File: src/bdpi_map.svh
// register offsets, control field positions and timing constants of the bus dma block
`ifndef BDPI_MAP_SVH
`define BDPI_MAP_SVH
// register offsets as byte addresses on the data lines
`define BDPI_OFS_ADDR 3'h0
`define BDPI_OFS_WCNT 3'h2
`define BDPI_OFS_CTL 3'h4
`define BDPI_OFS_DATA 3'h6
`define BDPI_OFS_MASK 3'h6
// control register bit positions
`define BDPI_CTL_START 0
`define BDPI_CTL_RESET 1
`define BDPI_CTL_DATIN 2
`define BDPI_CTL_DATIO 3
`define BDPI_CTL_XAD16 4
`define BDPI_CTL_XAD17 5
`define BDPI_CTL_ATTN 6
`define BDPI_CTL_READY 7
`define BDPI_CTL_AFLAG 8
`define BDPI_CTL_BFLAG 9
`define BDPI_CTL_BEN 12
`define BDPI_CTL_AREQ 13
`define BDPI_CTL_AEN 14
`define BDPI_CTL_RESET_VAL 16'h0000
// clock and arbitration tick
`define BDPI_CLK_MHZ 100
`define BDPI_TICK_MHZ 8
// times in ns and their cycle counts
`define BDPI_TIMEOUT_NS 10000
`define BDPI_GAP_NS 1200
`define BDPI_INIT_NS 1000
`define BDPI_RMW_NS 70
`define BDPI_TIMEOUT_CYC ((`BDPI_TIMEOUT_NS * `BDPI_CLK_MHZ) / 1000)
`define BDPI_GAP_CYC ((`BDPI_GAP_NS * `BDPI_CLK_MHZ) / 1000)
`define BDPI_INIT_CYC ((`BDPI_INIT_NS * `BDPI_CLK_MHZ + 999) / 1000)
`define BDPI_RMW_CYC ((`BDPI_RMW_NS * `BDPI_CLK_MHZ + 999) / 1000)
// address and word counter steps
`define BDPI_ADDR_STEP 16'h0002
`define BDPI_WCNT_STEP 16'h0001
`define BDPI_WCNT_LAST 16'hFFFF
`define BDPI_BURST_LEN 2'h3
`define BDPI_VEC_B_BIT 2
`endif

File: src/bdpi_pkg.sv
// types shared by the bus dma block
package bdpi_pkg;
  typedef enum logic [2:0] {
    BDPI_IDLE, BDPI_REQ, BDPI_ADDR, BDPI_DIN, BDPI_DOUT, BDPI_RMW, BDPI_GAP
  } bdpi_state_t;
  typedef enum logic [1:0] {BDPI_XF_DATI, BDPI_XF_DATO, BDPI_XF_DATIO} bdpi_xfer_t;
endpackage : bdpi_pkg

File: src/bdpi_pulse_timer.sv
// retriggerable one-shot timer counting core clock cycles
`timescale 1ns/1ps
module bdpi_pulse_timer #(
  parameter logic [11:0] CYCLES = 12'h001
) (
  input wire logic core_clk,
  input wire logic nrst,
  input wire logic start,
  input wire logic clear,
  output logic running,
  output logic expired
);
  logic [11:0] count_reg;

  // start reloads even while running, so each new phase gets a full window
  always_ff @(posedge core_clk)
  begin
    if (!nrst || clear)
      count_reg <= 12'h000;
    else if (start)
      count_reg <= CYCLES;
    else if (count_reg != 12'h000)
      count_reg <= count_reg - 12'h001;
  end

  // expiry flagged only when the count runs out, not when cleared
  always_ff @(posedge core_clk)
  begin
    if (!nrst)
      expired <= 1'b0;
    else
      expired <= !clear && !start && (count_reg == 12'h001);
  end

  assign running = (count_reg != 12'h000);
endmodule : bdpi_pulse_timer

File: src/bdpi_bus_dma.sv
// bus slave, dma master and vectored interrupt logic of the averager interface
`timescale 1ns/1ps
`include "bdpi_map.svh"
module bdpi_bus_dma #(
  parameter logic [11:0] TIMEOUT_CYC = 12'(`BDPI_TIMEOUT_CYC)
) (
  input wire logic core_clk,
  input wire logic nrst,
  input wire logic dev_addr_match,
  input wire logic bus_sync_n,
  input wire logic [15:0] bus_dal_in,
  output logic [15:0] bus_dal_out,
  output logic bus_dal_oe,
  output logic xcvr_transmit_dir,
  output logic xcvr_receive_dir,
  input wire logic word_read_strobe_n,
  input wire logic high_byte_write_n,
  input wire logic low_byte_write_n,
  output logic slave_reply_n,
  output logic bus_irq_n,
  input wire logic bus_iak_in_n,
  output logic bus_iak_out_n,
  output logic bus_dmr_n,
  input wire logic bus_dmg_in_n,
  output logic bus_dmg_out_n,
  input wire logic bus_reply,
  output logic master_sync,
  output logic address_phase_enable,
  output logic dma_read_strobe,
  output logic dma_input_strobe,
  output logic rmw_output_complete_n,
  input wire logic burst_strap,
  input wire logic [5:0] vec_switch,
  input wire logic sa_cycle_busy,
  input wire logic dma_start_req,
  input wire logic result_load,
  input wire logic [15:0] result_value,
  output logic [15:0] data_out_operand,
  output logic [1:0] ext_addr,
  output logic read_in_select_n,
  output logic read_modify_write_select_n,
  output logic mem_advance,
  output logic internal_init,
  output logic irq_chan_a,
  output logic irq_chan_b,
  output logic chan_a_enabled,
  output logic chan_b_enabled,
  output logic dma_done
);
  localparam int SW = 32;
  logic [SW-1:0] pin_raw, meta_reg, pin_reg;
  logic addr_m, sync_a, iak_a, dmg_a, reply_s, rd_a, hb_a, lb_a, sa_busy;
  logic [15:0] dal_s;
  logic [5:0] vec_s;
  logic strap_s, burst_off_reg;
  bdpi_pkg::bdpi_state_t state_reg, state_next;
  logic [15:0] dma_bus_address_reg, dma_word_counter_reg, data_in_result_reg, ctl_reg;
  logic [15:0] dal_next;
  logic [6:0] phase_reg, phase_sum;
  logic tick8, init_run, init_start, to_run, to_exp, gap_run, gap_start, rmw_run, rmw_start;
  logic slave_act_reg, sync_prev_reg, reply_prev_reg, slave_reply_reg;
  logic [2:0] sel_reg;
  logic reply_set, ctl_high_write, ctl_low_write, ctl_read, vec_act_reg, vec_b_reg;
  logic a_flag_reg, b_flag_reg, a_direct_reg, a_attn_reg, ovf_reg;
  logic [1:0] words_reg;
  logic dal_oe_next, iak_claim, claim_b, dma_go, addr_go, word_end, word_read_strobe;
  logic reply_rise, attn_fire;
  bdpi_pkg::bdpi_xfer_t xfer;

  // two-flop synchronisers for every pin from the bus side
  assign pin_raw = {dev_addr_match, !bus_sync_n, !bus_iak_in_n, !bus_dmg_in_n, bus_reply,
                    !word_read_strobe_n, !high_byte_write_n, !low_byte_write_n,
                    sa_cycle_busy, burst_strap, vec_switch, bus_dal_in};
  genvar gi;
  generate
    for (gi = 0; gi < SW; gi++)
    begin : g_sync
      always_ff @(posedge core_clk)
      begin
        meta_reg[gi] <= pin_raw[gi];
        pin_reg[gi] <= meta_reg[gi];
      end
    end
  endgenerate
  assign {addr_m, sync_a, iak_a, dmg_a, reply_s, rd_a, hb_a, lb_a, sa_busy, strap_s, vec_s,
          dal_s} = pin_reg;

  // transfer type from the two active-low controls; DATIO wins over read-in
  function automatic bdpi_pkg::bdpi_xfer_t xfer_decode(input logic rin_n, input logic rmw_n);
    if (!rmw_n)
      return bdpi_pkg::BDPI_XF_DATIO;
    else if (!rin_n)
      return bdpi_pkg::BDPI_XF_DATI;
    else
      return bdpi_pkg::BDPI_XF_DATO;
  endfunction : xfer_decode

  // register select from latched address lines
  function automatic logic sel_is(input logic [2:0] sel, input logic [2:0] ofs);
    return (sel & `BDPI_OFS_MASK) == ofs;
  endfunction : sel_is

  assign read_in_select_n = !ctl_reg[`BDPI_CTL_DATIN];
  assign read_modify_write_select_n = !ctl_reg[`BDPI_CTL_DATIO];
  assign xfer = xfer_decode(read_in_select_n, read_modify_write_select_n);

  // strap caught while bus init is held, stable afterwards
  always_ff @(posedge core_clk)
  begin
    if (!nrst)
      burst_off_reg <= strap_s;
  end

  // fractional divider: 8 ticks per 100 core cycles gives the 8 MHz pacing
  assign phase_sum = phase_reg + 7'(`BDPI_TICK_MHZ);
  assign tick8 = (phase_sum >= 7'(`BDPI_CLK_MHZ));
  always_ff @(posedge core_clk)
  begin
    if (!nrst)
      phase_reg <= 7'h00;
    else
      phase_reg <= tick8 ? phase_sum - 7'(`BDPI_CLK_MHZ) : phase_sum;
  end

  // timers: init pulse, address timeout, release gap, write-back pulse
  assign init_start = ctl_low_write && dal_s[`BDPI_CTL_RESET];
  bdpi_pulse_timer #(.CYCLES(12'(`BDPI_INIT_CYC))) u_init (.core_clk(core_clk), .nrst(nrst),
    .start(init_start), .clear(1'b0), .running(init_run), .expired());
  bdpi_pulse_timer #(.CYCLES(TIMEOUT_CYC)) u_tout (.core_clk(core_clk), .nrst(nrst),
    .start(addr_go),
    .clear((reply_rise && state_reg == bdpi_pkg::BDPI_ADDR) || internal_init),
    .running(to_run), .expired(to_exp));
  bdpi_pulse_timer #(.CYCLES(12'(`BDPI_GAP_CYC))) u_gap (.core_clk(core_clk), .nrst(nrst),
    .start(gap_start), .clear(internal_init), .running(gap_run), .expired());
  bdpi_pulse_timer #(.CYCLES(12'(`BDPI_RMW_CYC))) u_rmw (.core_clk(core_clk), .nrst(nrst),
    .start(rmw_start), .clear(internal_init), .running(rmw_run), .expired());
  assign internal_init = !nrst || init_run;

  // slave access: latch select at sync, reply once a strobe is seen
  always_ff @(posedge core_clk)
  begin
    if (!nrst)
    begin
      slave_act_reg <= 1'b0;
      sel_reg <= 3'h0;
      sync_prev_reg <= 1'b0;
      slave_reply_reg <= 1'b0;
    end
    else
    begin
      sync_prev_reg <= sync_a;
      if (sync_a && !sync_prev_reg && addr_m && state_reg == bdpi_pkg::BDPI_IDLE)
      begin
        slave_act_reg <= 1'b1;
        sel_reg <= dal_s[2:0];
      end
      else if (!sync_a)
        slave_act_reg <= 1'b0;
      slave_reply_reg <= slave_act_reg && (rd_a || hb_a || lb_a);
    end
  end
  assign reply_set = slave_act_reg && (rd_a || hb_a || lb_a) && !slave_reply_reg;
  assign word_read_strobe = reply_set && rd_a;
  assign ctl_read = word_read_strobe && sel_is(sel_reg, `BDPI_OFS_CTL);
  assign ctl_high_write = reply_set && hb_a && sel_is(sel_reg, `BDPI_OFS_CTL);
  assign ctl_low_write = reply_set && lb_a && sel_is(sel_reg, `BDPI_OFS_CTL);
  assign slave_reply_n = !(slave_reply_reg || vec_act_reg);

  // address and word counters: byte writes, or step at each address phase
  always_ff @(posedge core_clk)
  begin
    if (!nrst)
    begin
      dma_bus_address_reg <= 16'h0000;
      dma_word_counter_reg <= 16'h0000;
    end
    else if (addr_go)
    begin
      dma_bus_address_reg <= dma_bus_address_reg + `BDPI_ADDR_STEP;
      dma_word_counter_reg <= dma_word_counter_reg + `BDPI_WCNT_STEP;
    end
    else if (reply_set)
    begin
      if (sel_is(sel_reg, `BDPI_OFS_ADDR) && hb_a)
        dma_bus_address_reg[15:8] <= dal_s[15:8];
      if (sel_is(sel_reg, `BDPI_OFS_ADDR) && lb_a)
        dma_bus_address_reg[7:0] <= dal_s[7:0];
      if (sel_is(sel_reg, `BDPI_OFS_WCNT) && hb_a)
        dma_word_counter_reg[15:8] <= dal_s[15:8];
      if (sel_is(sel_reg, `BDPI_OFS_WCNT) && lb_a)
        dma_word_counter_reg[7:0] <= dal_s[7:0];
    end
  end

  // operand loads from program byte writes or dma input phase; result from the adder
  always_ff @(posedge core_clk)
  begin
    if (!nrst)
    begin
      data_out_operand <= 16'h0000;
      data_in_result_reg <= 16'h0000;
      mem_advance <= 1'b0;
    end
    else
    begin
      if (state_reg == bdpi_pkg::BDPI_DIN && reply_rise)
        data_out_operand <= dal_s;
      else if (reply_set && sel_is(sel_reg, `BDPI_OFS_DATA))
      begin
        if (hb_a)
          data_out_operand[15:8] <= dal_s[15:8];
        if (lb_a)
          data_out_operand[7:0] <= dal_s[7:0];
      end
      if (result_load)
        data_in_result_reg <= result_value;
      mem_advance <= reply_set && sel_is(sel_reg, `BDPI_OFS_DATA);
    end
  end

  // control register; software low-byte writes win over hardware clears of start and attention
  always_ff @(posedge core_clk)
  begin
    if (internal_init)
      ctl_reg <= `BDPI_CTL_RESET_VAL;
    else
    begin
      if (ctl_low_write)
        ctl_reg[7:0] <= dal_s[7:0] & ~(8'h01 << `BDPI_CTL_RESET);
      else
      begin
        // start holds until the request really goes out, not just one idle cycle
        if (state_reg == bdpi_pkg::BDPI_IDLE && state_next == bdpi_pkg::BDPI_REQ)
          ctl_reg[`BDPI_CTL_START] <= 1'b0;
        if (attn_fire)
          ctl_reg[`BDPI_CTL_ATTN] <= 1'b0;
      end
      if (ctl_high_write)
      begin
        ctl_reg[`BDPI_CTL_AEN] <= dal_s[`BDPI_CTL_AEN];
        ctl_reg[`BDPI_CTL_BEN] <= dal_s[`BDPI_CTL_BEN];
      end
    end
  end
  assign ext_addr = ctl_reg[`BDPI_CTL_XAD17:`BDPI_CTL_XAD16];
  assign chan_a_enabled = ctl_reg[`BDPI_CTL_AEN];
  assign chan_b_enabled = ctl_reg[`BDPI_CTL_BEN];

  // attention waits for both dma and averaging cycle to be idle
  assign attn_fire = ctl_reg[`BDPI_CTL_ATTN] && state_reg == bdpi_pkg::BDPI_IDLE && !sa_busy;

  // interrupt sources; acknowledge clears the serviced channel, a new set wins
  always_ff @(posedge core_clk)
  begin
    if (internal_init)
    begin
      a_flag_reg <= 1'b0;
      b_flag_reg <= 1'b0;
      a_direct_reg <= 1'b0;
      a_attn_reg <= 1'b0;
    end
    else
    begin
      if (to_exp)
        a_flag_reg <= 1'b1;
      else if ((iak_claim && !claim_b) || ctl_high_write)
        a_flag_reg <= ctl_high_write && dal_s[`BDPI_CTL_AFLAG];
      if (word_end && ovf_reg)
        b_flag_reg <= 1'b1;
      else if ((iak_claim && claim_b) || ctl_high_write)
        b_flag_reg <= ctl_high_write && dal_s[`BDPI_CTL_BFLAG];
      if (ctl_high_write && dal_s[`BDPI_CTL_AREQ])
        a_direct_reg <= 1'b1;
      else if (iak_claim && !claim_b)
        a_direct_reg <= 1'b0;
      if (attn_fire)
        a_attn_reg <= 1'b1;
      else if (iak_claim && !claim_b)
        a_attn_reg <= 1'b0;
    end
  end
  assign irq_chan_a = chan_a_enabled && (a_flag_reg || a_direct_reg || a_attn_reg);
  assign irq_chan_b = chan_b_enabled && b_flag_reg;
  assign bus_irq_n = !(irq_chan_a || irq_chan_b);

  // acknowledge chain: claim if requesting, else pass it on
  assign iak_claim = iak_a && !vec_act_reg && (irq_chan_a || irq_chan_b);
  assign claim_b = !irq_chan_a;
  always_ff @(posedge core_clk)
  begin
    if (!nrst)
    begin
      vec_act_reg <= 1'b0;
      vec_b_reg <= 1'b0;
    end
    else if (iak_claim)
    begin
      vec_act_reg <= 1'b1;
      vec_b_reg <= claim_b;
    end
    else if (!iak_a)
      vec_act_reg <= 1'b0;
  end
  assign bus_iak_out_n = !(iak_a && !vec_act_reg && !irq_chan_a && !irq_chan_b);

  // dma sequencer: request, grant, write-back end and gap end wait for the 8 MHz tick; replies and timeout act at once
  assign dma_go = ctl_reg[`BDPI_CTL_START] || dma_start_req;
  assign reply_rise = reply_s && !reply_prev_reg;
  always_comb
  begin
    state_next = state_reg;
    addr_go = 1'b0;
    word_end = 1'b0;
    gap_start = 1'b0;
    rmw_start = 1'b0;
    case (state_reg)
      bdpi_pkg::BDPI_IDLE:
        if (dma_go && tick8 && !slave_act_reg)
          state_next = bdpi_pkg::BDPI_REQ;
      bdpi_pkg::BDPI_REQ:
        if (dmg_a && tick8)
        begin
          state_next = bdpi_pkg::BDPI_ADDR;
          addr_go = 1'b1;
        end
      bdpi_pkg::BDPI_ADDR:
        if (to_exp)
          state_next = bdpi_pkg::BDPI_IDLE;
        else if (reply_rise)
          state_next = (xfer == bdpi_pkg::BDPI_XF_DATO) ? bdpi_pkg::BDPI_DOUT
                                                         : bdpi_pkg::BDPI_DIN;
      bdpi_pkg::BDPI_DIN:
        if (reply_rise && xfer == bdpi_pkg::BDPI_XF_DATIO)
          state_next = bdpi_pkg::BDPI_DOUT;
        else if (reply_rise)
          word_end = 1'b1;
      bdpi_pkg::BDPI_DOUT:
        if (reply_rise && xfer == bdpi_pkg::BDPI_XF_DATIO)
        begin
          state_next = bdpi_pkg::BDPI_RMW;
          rmw_start = 1'b1;
        end
        else if (reply_rise)
          word_end = 1'b1;
      bdpi_pkg::BDPI_RMW:
        if (!rmw_run && tick8)
          word_end = 1'b1;
      bdpi_pkg::BDPI_GAP:
        if (!gap_run && tick8)
          state_next = bdpi_pkg::BDPI_REQ;
      default:
        state_next = bdpi_pkg::BDPI_IDLE;
    endcase
    if (word_end)
    begin
      if (ovf_reg)
        state_next = bdpi_pkg::BDPI_IDLE;
      else if (!burst_off_reg && words_reg == `BDPI_BURST_LEN)
      begin
        state_next = bdpi_pkg::BDPI_GAP;
        gap_start = 1'b1;
      end
      else
      begin
        state_next = bdpi_pkg::BDPI_ADDR;
        addr_go = 1'b1;
      end
    end
  end

  always_ff @(posedge core_clk)
  begin
    if (internal_init)
    begin
      state_reg <= bdpi_pkg::BDPI_IDLE;
      reply_prev_reg <= 1'b0;
      words_reg <= 2'h0;
      ovf_reg <= 1'b0;
      address_phase_enable <= 1'b0;
      dma_done <= 1'b0;
    end
    else
    begin
      state_reg <= state_next;
      reply_prev_reg <= reply_s;
      address_phase_enable <= addr_go;
      dma_done <= word_end && ovf_reg;
      if (addr_go)
        ovf_reg <= (dma_word_counter_reg == `BDPI_WCNT_LAST);
      if (word_end)
        words_reg <= words_reg + 2'h1;
      else if (state_reg == bdpi_pkg::BDPI_IDLE)
        words_reg <= 2'h0;
    end
  end

  // bus request asserted only in the request state, so it drops once the grant starts the address phase
  assign bus_dmr_n = !(state_reg == bdpi_pkg::BDPI_REQ);
  assign bus_dmg_out_n = !(dmg_a && (state_reg == bdpi_pkg::BDPI_IDLE
                                     || state_reg == bdpi_pkg::BDPI_GAP));
  assign master_sync = state_reg == bdpi_pkg::BDPI_ADDR || state_reg == bdpi_pkg::BDPI_DIN
                       || state_reg == bdpi_pkg::BDPI_DOUT || state_reg == bdpi_pkg::BDPI_RMW;
  assign dma_input_strobe = state_reg == bdpi_pkg::BDPI_DIN;
  assign dma_read_strobe = state_reg == bdpi_pkg::BDPI_DOUT;
  assign rmw_output_complete_n = !rmw_run;

  // data bus driver mux, registered so drive data and enable move together
  always_comb
  begin
    dal_next = 16'h0000;
    dal_oe_next = 1'b1;
    // the register stepped as the phase began, so drive the address it held
    if (state_reg == bdpi_pkg::BDPI_ADDR)
      dal_next = dma_bus_address_reg - `BDPI_ADDR_STEP;
    else if (state_reg == bdpi_pkg::BDPI_DOUT)
      dal_next = data_in_result_reg;
    else if (iak_claim || vec_act_reg)
    begin
      dal_next = {7'h00, vec_s, 3'h0};
      dal_next[`BDPI_VEC_B_BIT] = iak_claim ? claim_b : vec_b_reg;
    end
    else if (slave_act_reg && rd_a)
    begin
      if (sel_is(sel_reg, `BDPI_OFS_ADDR))
        dal_next = dma_bus_address_reg;
      else if (sel_is(sel_reg, `BDPI_OFS_WCNT))
        dal_next = dma_word_counter_reg;
      else if (sel_is(sel_reg, `BDPI_OFS_CTL) || ctl_read)
      begin
        dal_next = ctl_reg;
        dal_next[`BDPI_CTL_AFLAG] = a_flag_reg;
        dal_next[`BDPI_CTL_BFLAG] = b_flag_reg;
        dal_next[`BDPI_CTL_AREQ] = a_direct_reg;
        dal_next[`BDPI_CTL_READY] = state_reg == bdpi_pkg::BDPI_IDLE;
      end
      else
        dal_next = data_in_result_reg;
    end
    else
      dal_oe_next = 1'b0;
  end

  always_ff @(posedge core_clk)
  begin
    if (!nrst)
    begin
      bus_dal_out <= 16'h0000;
      bus_dal_oe <= 1'b0;
    end
    else
    begin
      bus_dal_out <= dal_next;
      bus_dal_oe <= dal_oe_next;
    end
  end
  assign xcvr_transmit_dir = bus_dal_oe;
  assign xcvr_receive_dir = !bus_dal_oe;
endmodule : bdpi_bus_dma

File: config.mk
export PLATFORM = sky130hd
export DESIGN_NAME = bdpi_bus_dma
export DESIGN_NICKNAME = d
export VERILOG_FILES = /design/src/bdpi_pkg.sv /design/src/bdpi_pulse_timer.sv /design/src/bdpi_bus_dma.sv
export VERILOG_INCLUDE_DIRS = /design/src
export SDC_FILE = /design/constraint.sdc
export NUM_CORES = 1
export LEC_CHECK = 0
export BUFFER_PORTS_ARGS = -buffer_cell sky130_fd_sc_hd__buf_2
export CORE_UTILIZATION = 54
export DETAILED_ROUTE_END_ITERATION = 10
export PLACE_DENSITY = 0.74
export SYNTH_ARGS = -nofsm -noshare
export SYNTH_HDL_FRONTEND = slang
export SYNTH_SLANG_ARGS = --single-unit
export TNS_END_PERCENT = 5
File: constraint.sdc
create_clock -name core_clk -period 3.3 [get_ports core_clk]
set_clock_uncertainty 0.15 [all_clocks]
set_input_delay 0.66 -clock core_clk [delete_from_list [all_inputs] [get_ports core_clk]]
set_output_delay 0.66 -clock core_clk [all_outputs]
set_load 0.01 [all_outputs]
==> reports/results.ini, run 1 <==
[synthesis]
synth-edff-count=1
synthArstFlopShare_pct=0
syn_avg_cell_area_um2=9.29
ys.warnings.count=0
synth_nets=1130
yosysTopAreaCellShare_pct=46.2
synth_seq_area_share_pct=46.5
synth_area_mm2=0.00988
synthCells=1064
yosys.area.top_type=dfxtp_1
ys_ff_latch=229
ys_top_cells_by_area=dfxtp_1, mux2i_1, nor2_1
ys.flop_type=dfxtp_1
yosysUniqueCellTypes=69

[clock_network]
clk_path_buf_depth=3
cts_tree=yes
cts_root_buffer=clkbuf_16
insertion_delay_ns=0.52
cts_sinks=229
h-tree-depth=1
cts_buffers=24
cts.clk_slew.worst_paths_ns=0.06
post_cts_buffers=0
hold_buffers=0

[critical_path]
startpoint_type=register
cp_data_required_time_ns=2.49
cp.arrival_ns=2.45
crit_type=reg2out
crit_fanout=4
cp-end-kind=output pin

[power_and_ir_drop]
pwr_density_cell_mw_per_mm2=572
vdd_drop_max_mv=0.505
clockPowerShare_pct=44.9
swShare_pct=24.3
p_int_uw=4970
p_comb_share_pct=9.8
leakage_uw=0.00478
switchingPower_uw=1600
pwr-share-seq_pct=45.3

[finish]
area_growth_pct=16.4
nNetsFinal=1228
seq_area_mm2=0.00460
largest_register_ff_count=32
multi_input_area_mm2=0.00487
diodes=0
postLayoutCoreUtil_pct=64.0
fillCellCount=1494
final_area_mm2=0.0115
instances_no_fill=1409
drive_gt1_share_pct=18.9

[die]
start_util_pct=55.0
io_pins=108
coreArea_mm2=0.0180
fp-row-count=49
die_x_um=137
fp.dieH_um=137
dieArea_mm2=0.0188

[sta]
fin_crit_sh_pct=98.7
slew_viol_final=0
setup-violations-final=0
fmax_mhz=307
hold_viol=0
worst_pin_slew_ns=1.08
rsz0062_at_grt=yes
post-route-min-period_ns=3.26
slew_headroom_pct=28.2

[place]
dp_hpwl_um=17700
port_buffers=107
place_inst=1365
place.gp.congestion=0.935
place_area_mm2=0.0106

[grt]
grt_antenna_before_repair=1
first_global_vias=7613
gr-total-overflow=0
grt_start_max_net_pins=56
grt_pass1_wl_um=38600
track_usage_pct=26.4

[drt]
viasPerCell=5.86
drtAntennaViolNets=0
wire_per_inst_um=17.6
drc_errors=0
dr.first_iter.drc_count=700
wl_um=24800
route.vias.total=8263
firstDrtPassIters=5

[hold_path]
hold_class=in2reg

[status]
status=finished, final reports clean

[job]
cap_violations=0

metal layers:
metal | global-route usage, % | share of wire (%) | vias up
met5 | 0 | 0.036 | -
met4 | 10.6 | 3.5 | 2
met3 | 4.42 | 6.6 | 70
met2 | 43.2 | 46 | 309
met1 | 34.7 | 44 | 3886
li1 | - | - | 3996
cell usage in the layout (no fill, tap or decap), types with 13 or more instances in the layout:
cell type,count
clkbuf_16,25
nand2_1,77
o211ai_1,13
buf_4,21
inv_1,37
a21oi_1,72
nand3_1,39
buf_2,106
mux2i_1,48
dfxtp_1,226
nand2b_1,13
xor2_1,19
or3_1,14
nor2_1,121
and3_1,32
a221oi_1,15
a211oi_1,15
nor3_1,38
o21ai_0,21
ha_1,14
xnor2_1,31
synthesized netlist by cell type, types with 5 or more instances:
cell type,number
a211oi_1,15
mux2i_1,48
o21ai_0,21
dfxtp_1,228
and2_1,5
nand4b_1,5
mux4_2,12
a21oi_1,72
o211ai_1,13
a31oi_1,12
nor2_1,121
nor2b_1,11
nand3_1,39
a221oi_1,15
xor2_1,19
or4_1,8
xnor2_1,31
or3_1,14
mux2_2,6
o31a_1,10
nand3b_1,8
nor4_1,10
clkbuf_1,35
nand2b_1,13
and3_1,32
or2_2,7
inv_1,37
buf_2,7
buf_4,6
nor3_1,38
ha_1,14
nand2_1,77
buf_1,6
nand4_1,8
power by group through the flow:
stage	clock [µW]	combinational, µW	sequential (µW)
2_1_floorplan	0	493	3000
3_3_place_gp	0	623	3030
3_5_place_dp	0	633	3040
4_1_cts	2990	641	2970
5_1_grt	3100	718	2990
6_report	2950	647	2980
per-stage QoR:
stage / setup WS, ns / TNS, ns / power, µW / hold slack (ns)
global route: -0.0511 / -0.0511 / 6800 / 0.0781
finish: 0.0427 / 0 / 6570 / 0.0910
global placement: 0.567 / 0 / 3650 / 0.160
CTS: 0.00768 / 0 / 6600 / 0.0732
floorplan: 0.441 / 0 / 3490 / 0.160
detailed placement: 0.512 / 0 / 3670 / 0.162
worst paths after layout:
path	slack [ns]	depth (start not counted)	end	from
setup reg to reg	0.43	6	dma_word_counter_reg[14]	state_reg[2]
hold / removal	0.09	1	meta_reg[11]	bus_dal_in[11]
hold reg to reg	0.17	0	dal_s[4]	meta_reg[4]
setup / recovery	0.04	6	internal_init	u_init.count_reg[5]
cell families (layout without fill, tap and decap cells):
kind of cell,Yosys count,after routing,synth area share (%)
multiplexers,66,66,8.28
buffers and inverters,97,213,4.24
adder cells (fa/ha/maj),14,14,1.77
XOR/XNOR,50,50,4.43
AND/OR/NAND/NOR,418,418,21.9
AO/OA/AOI/OAI,190,190,12.9
flip-flops,229,229,46.5
worst max-delay path: stages (launching register included):
cell	delay, ns
dfxtp_2	0.33
or4_4	0.55
or4_4	0.53
nor4_4	0.18
and2_4	0.20
inv_2	0.04
buf_6	0.11
final cells by class:
cell class / count / share of cell area, %
inverter: 40 / 1.32
sequential: 229 / 40.0
tap: 229 / 2.49
multi-input combinational: 738 / 42.4
timing repair buffer: 129 / 6.26
clock inverter: 16 / 1.97
clock buffer: 28 / 5.63
timing repair:
action / 4_1_cts / 5_1_grt
gates cloned: 0 / 0
resized for setup: 1 / 3
setup endpoints to repair: 1 / 1
(Power assumes the default switching activity.)
==> run 2, diff against run 1 <==
--- a/config.mk
+++ b/config.mk
@@ -6,6 +6,7 @@
 export SDC_FILE = /design/constraint.sdc
 export NUM_CORES = 1
 export LEC_CHECK = 0
+export ABC_AREA = 1
 export BUFFER_PORTS_ARGS = -buffer_cell sky130_fd_sc_hd__buf_2
 export CORE_UTILIZATION = 54
 export DETAILED_ROUTE_END_ITERATION = 10
==> reports/results.ini, run 2 <==
[drt]
drtAntennaViolNets=0  ; unchanged
wl_um=27100  ; was 24,800 µm
viasPerCell=5.41  ; was 5.86
route.vias.total=9504  ; was 8,263
drc_errors=1  ; was 0
dr.first_iter.drc_count=962  ; was 700
wire_per_inst_um=15.4  ; was 17.6 µm
firstDrtPassIters=9  ; was 5

[critical_path]
startpoint_type=register  ; unchanged
crit_type=reg2out  ; unchanged
crit_top_cell=inv_1  ; was or4_4
cp.arrival_ns=2.25  ; was 2.45 ns
cp_num_buf_inv=4  ; was 2
cp_data_required_time_ns=2.49  ; about the same
worst_path_largest_cell_delay_ns=0.32  ; was 0.55 ns
crit_fanout=24  ; was 4
crit_slowest_cell=dfxtp_1  ; was or4_4
cp-end-kind=output pin  ; unchanged
crit_chain=inv_1, ha_1, inv_1, nor2_1, nand3_1, nor2_2, nand2_2, inv_2, nand2_4, buf_2  ; was or4_4, or4_4, nor4_4, and2_4, inv_2, buf_6
critPathTopFamily=simple AND/OR/NAND/NOR gates  ; unchanged

[finish]
instances_no_fill=1757  ; was 1,409
layout_commonest_cell=nand2_1  ; was dfxtp_1
seq_area_mm2=0.00459  ; was 0.00460 mm²
area_growth_pct=14.9  ; was 16.4%
largest_register_ff_count=32  ; unchanged
drive_gt1_share_pct=12.3  ; was 18.9%
postLayoutCoreUtil_pct=63.2  ; was 64.0%
diodes=0  ; unchanged
layout_common_cells=nand2_1, dfxtp_1, inv_1  ; was dfxtp_1, nor2_1, buf_2
fillCellCount=1667  ; was 1,494
nNetsFinal=1572  ; was 1,228
multi_input_area_mm2=0.00468  ; was 0.00487 mm²

[status]
status=finished with violations  ; was finished, final reports clean
failed_checks=DRC

[synthesis]
synth_seq_area_share_pct=44.8  ; was 46.5%
synth.most_common_cell=nand2_1  ; was dfxtp_1
syn_avg_cell_area_um2=7.25  ; was 9.29 µm²
ys.flop_type=dfxtp_1  ; unchanged
ys_top_cells_by_area=dfxtp_1, nand2_1, inv_1  ; was dfxtp_1, mux2i_1, nor2_1
synth_nets=1480  ; was 1,130
synth_area_mm2=0.0103  ; was 0.00988 mm²
yosysTopAreaCellShare_pct=44.5  ; was 46.2%
yosys-top-cells-count=nand2_1, dfxtp_1, inv_1  ; was dfxtp_1, nor2_1, nand2_1
ys_ff_latch=229  ; unchanged
synthArstFlopShare_pct=0  ; unchanged
yosysUniqueCellTypes=41  ; was 69
ys.warnings.count=0  ; unchanged
synth-edff-count=1  ; unchanged
yosys.area.top_type=dfxtp_1  ; unchanged
synthCells=1414  ; was 1,064

[die]
fp-row-count=50  ; was 49
die_x_um=140  ; was 137 µm
fp.dieH_um=140  ; was 137 µm
start_util_pct=55.0  ; about the same
dieArea_mm2=0.0195  ; was 0.0188 mm²
coreArea_mm2=0.0186  ; was 0.0180 mm²
io_pins=108  ; unchanged

[clock_network]
post_cts_buffers=0  ; unchanged
hold_buffers=0  ; unchanged
clk_path_buf_depth=3  ; unchanged
insertion_delay_ns=0.53  ; was 0.52 ns
cts_buffers=24  ; unchanged
cts.clk_slew.worst_paths_ns=0.06  ; about the same
cts_root_buffer=clkbuf_16  ; unchanged
cts_tree=yes  ; unchanged
cts_sinks=229  ; unchanged
cts_resized=0  ; was 1
h-tree-depth=1  ; unchanged

[sta]
worst_pin_slew_ns=0.753  ; was 1.08 ns
fin_crit_sh_pct=92.9  ; was 98.7%
hold_viol=0  ; unchanged
tns_ns=0  ; unchanged
slew_viol_final=0  ; unchanged
slew_headroom_pct=49.5  ; was 28.2%
setup-violations-final=0  ; unchanged
post-route-min-period_ns=3.06  ; was 3.26 ns
fmax_mhz=326  ; was 307 MHz
whs_ns=0.0755  ; was 0.0910 ns
rsz0062_at_grt=no  ; was yes

[power_and_ir_drop]
switchingPower_uw=1770  ; was 1600 µW
leakage_uw=0.00549  ; was 0.00478 µW
p_int_uw=4830  ; was 4970 µW
p_comb_share_pct=12.2  ; was 9.8%
clockPowerShare_pct=42.4  ; was 44.9%
vdd_drop_max_mv=0.397  ; was 0.505 mV
pwr_density_cell_mw_per_mm2=561  ; was 572 mW/mm²
swShare_pct=26.8  ; was 24.3%
pwr-share-seq_pct=45.4  ; was 45.3%
power.total_uw=6600  ; was 6570 µW

[grt]
gr-total-overflow=0  ; unchanged
grt_pass1_wl_um=44200  ; was 38,600 µm
grt_antenna_before_repair=0  ; was 1
track_usage_pct=28.0  ; was 26.4%
grt_start_max_net_pins=80  ; was 56
first_global_vias=8671  ; was 7,613

[place]
place_inst=1714  ; was 1,365
place.gp.congestion=0.931  ; was 0.935
dp_hpwl_um=19400  ; was 17,700 µm
port_buffers=107  ; unchanged

[job]
cap_violations=0  ; unchanged

[hold_path]
hold_class=in2reg  ; unchanged

==> run 2: worst reg2reg max path: cells and delay by family, from the launching register on <==
family                   cells  cell delay [ns]
AO/OA/AOI/OAI                1             0.06
adder cells (fa/ha/maj)      1             0.27
buffers and inverters        3             0.50
flip-flops                   1             0.44
AND/OR/NAND/NOR              9             1.21
==> run 2: power by group through the flow <==
| stage | Sequential (µW) | Combinational [µW] | Clock, µW |
|---|---|---|---|
| finish | 3000 | 804 | 2800 |
| global route | 3010 | 917 | 2960 |
| CTS | 3000 | 796 | 2840 |
| detailed placement | 3060 | 793 | 0 |
| global placement | 3050 | 781 | 0 |
| floorplan | 3020 | 607 | 0 |
==> run 2: cells by family (layout without fill, tap and decap cells) <==
| family | Yosys count | after routing | share of synthesized area, % |
|---|---|---|---|
| flops | 229 | 229 | 44.8 |
| fa+ha+maj | 14 | 14 | 1.71 |
| buf+inv | 250 | 359 | 9.54 |
| simple gates | 621 | 621 | 26.7 |
| xor+xnor | 45 | 45 | 3.84 |
| compound gates | 255 | 255 | 13.4 |
==> run 2: final cells by class <==
| cell class | count | area share, % |
|---|---|---|
| inverter | 199 | 6.34 |
| clock buffer | 30 | 5.63 |
| timing repair buffer | 117 | 5.29 |
| tap | 234 | 2.49 |
| sequential | 229 | 39.0 |
| clock inverter | 13 | 1.49 |
| multi-input combinational | 935 | 39.7 |
==> run 2: layer usage <==
metal  wire (µm)  track usage (%)  vias to the layer above
li1            -                -                     4779
met1       12700             40.8                     4297
met2       11400             42.4                      373
met3        2150             4.27                       55
met4         734             8.79                        0
met5           0                0                        -
==> run 2: path summary, 6_finish.rpt <==
check             slack [ns]                      end  cells after the start           startpoint
setup / recovery        0.24            internal_init                     10  u_init.count_reg[0]
hold / removal          0.08              meta_reg[2]                      1        bus_dal_in[2]
setup reg to reg        0.54  dma_word_counter_reg[4]                     14         phase_reg[3]
hold reg to reg         0.17                   addr_m                      0         meta_reg[31]
==> run 2: stage by stage <==
| step | worst slack, ns | cell area [µm²] |
|---|---|---|
| 5_1_grt | 0.0214 | 11800 |
| 4_1_cts | 0.228 | 11800 |
| 3_5_place_dp | 0.591 | 10900 |
| 2_1_floorplan | 1.04 | 10300 |
| 6_report | 0.236 | 11800 |
| 3_3_place_gp | 0.693 | 10900 |
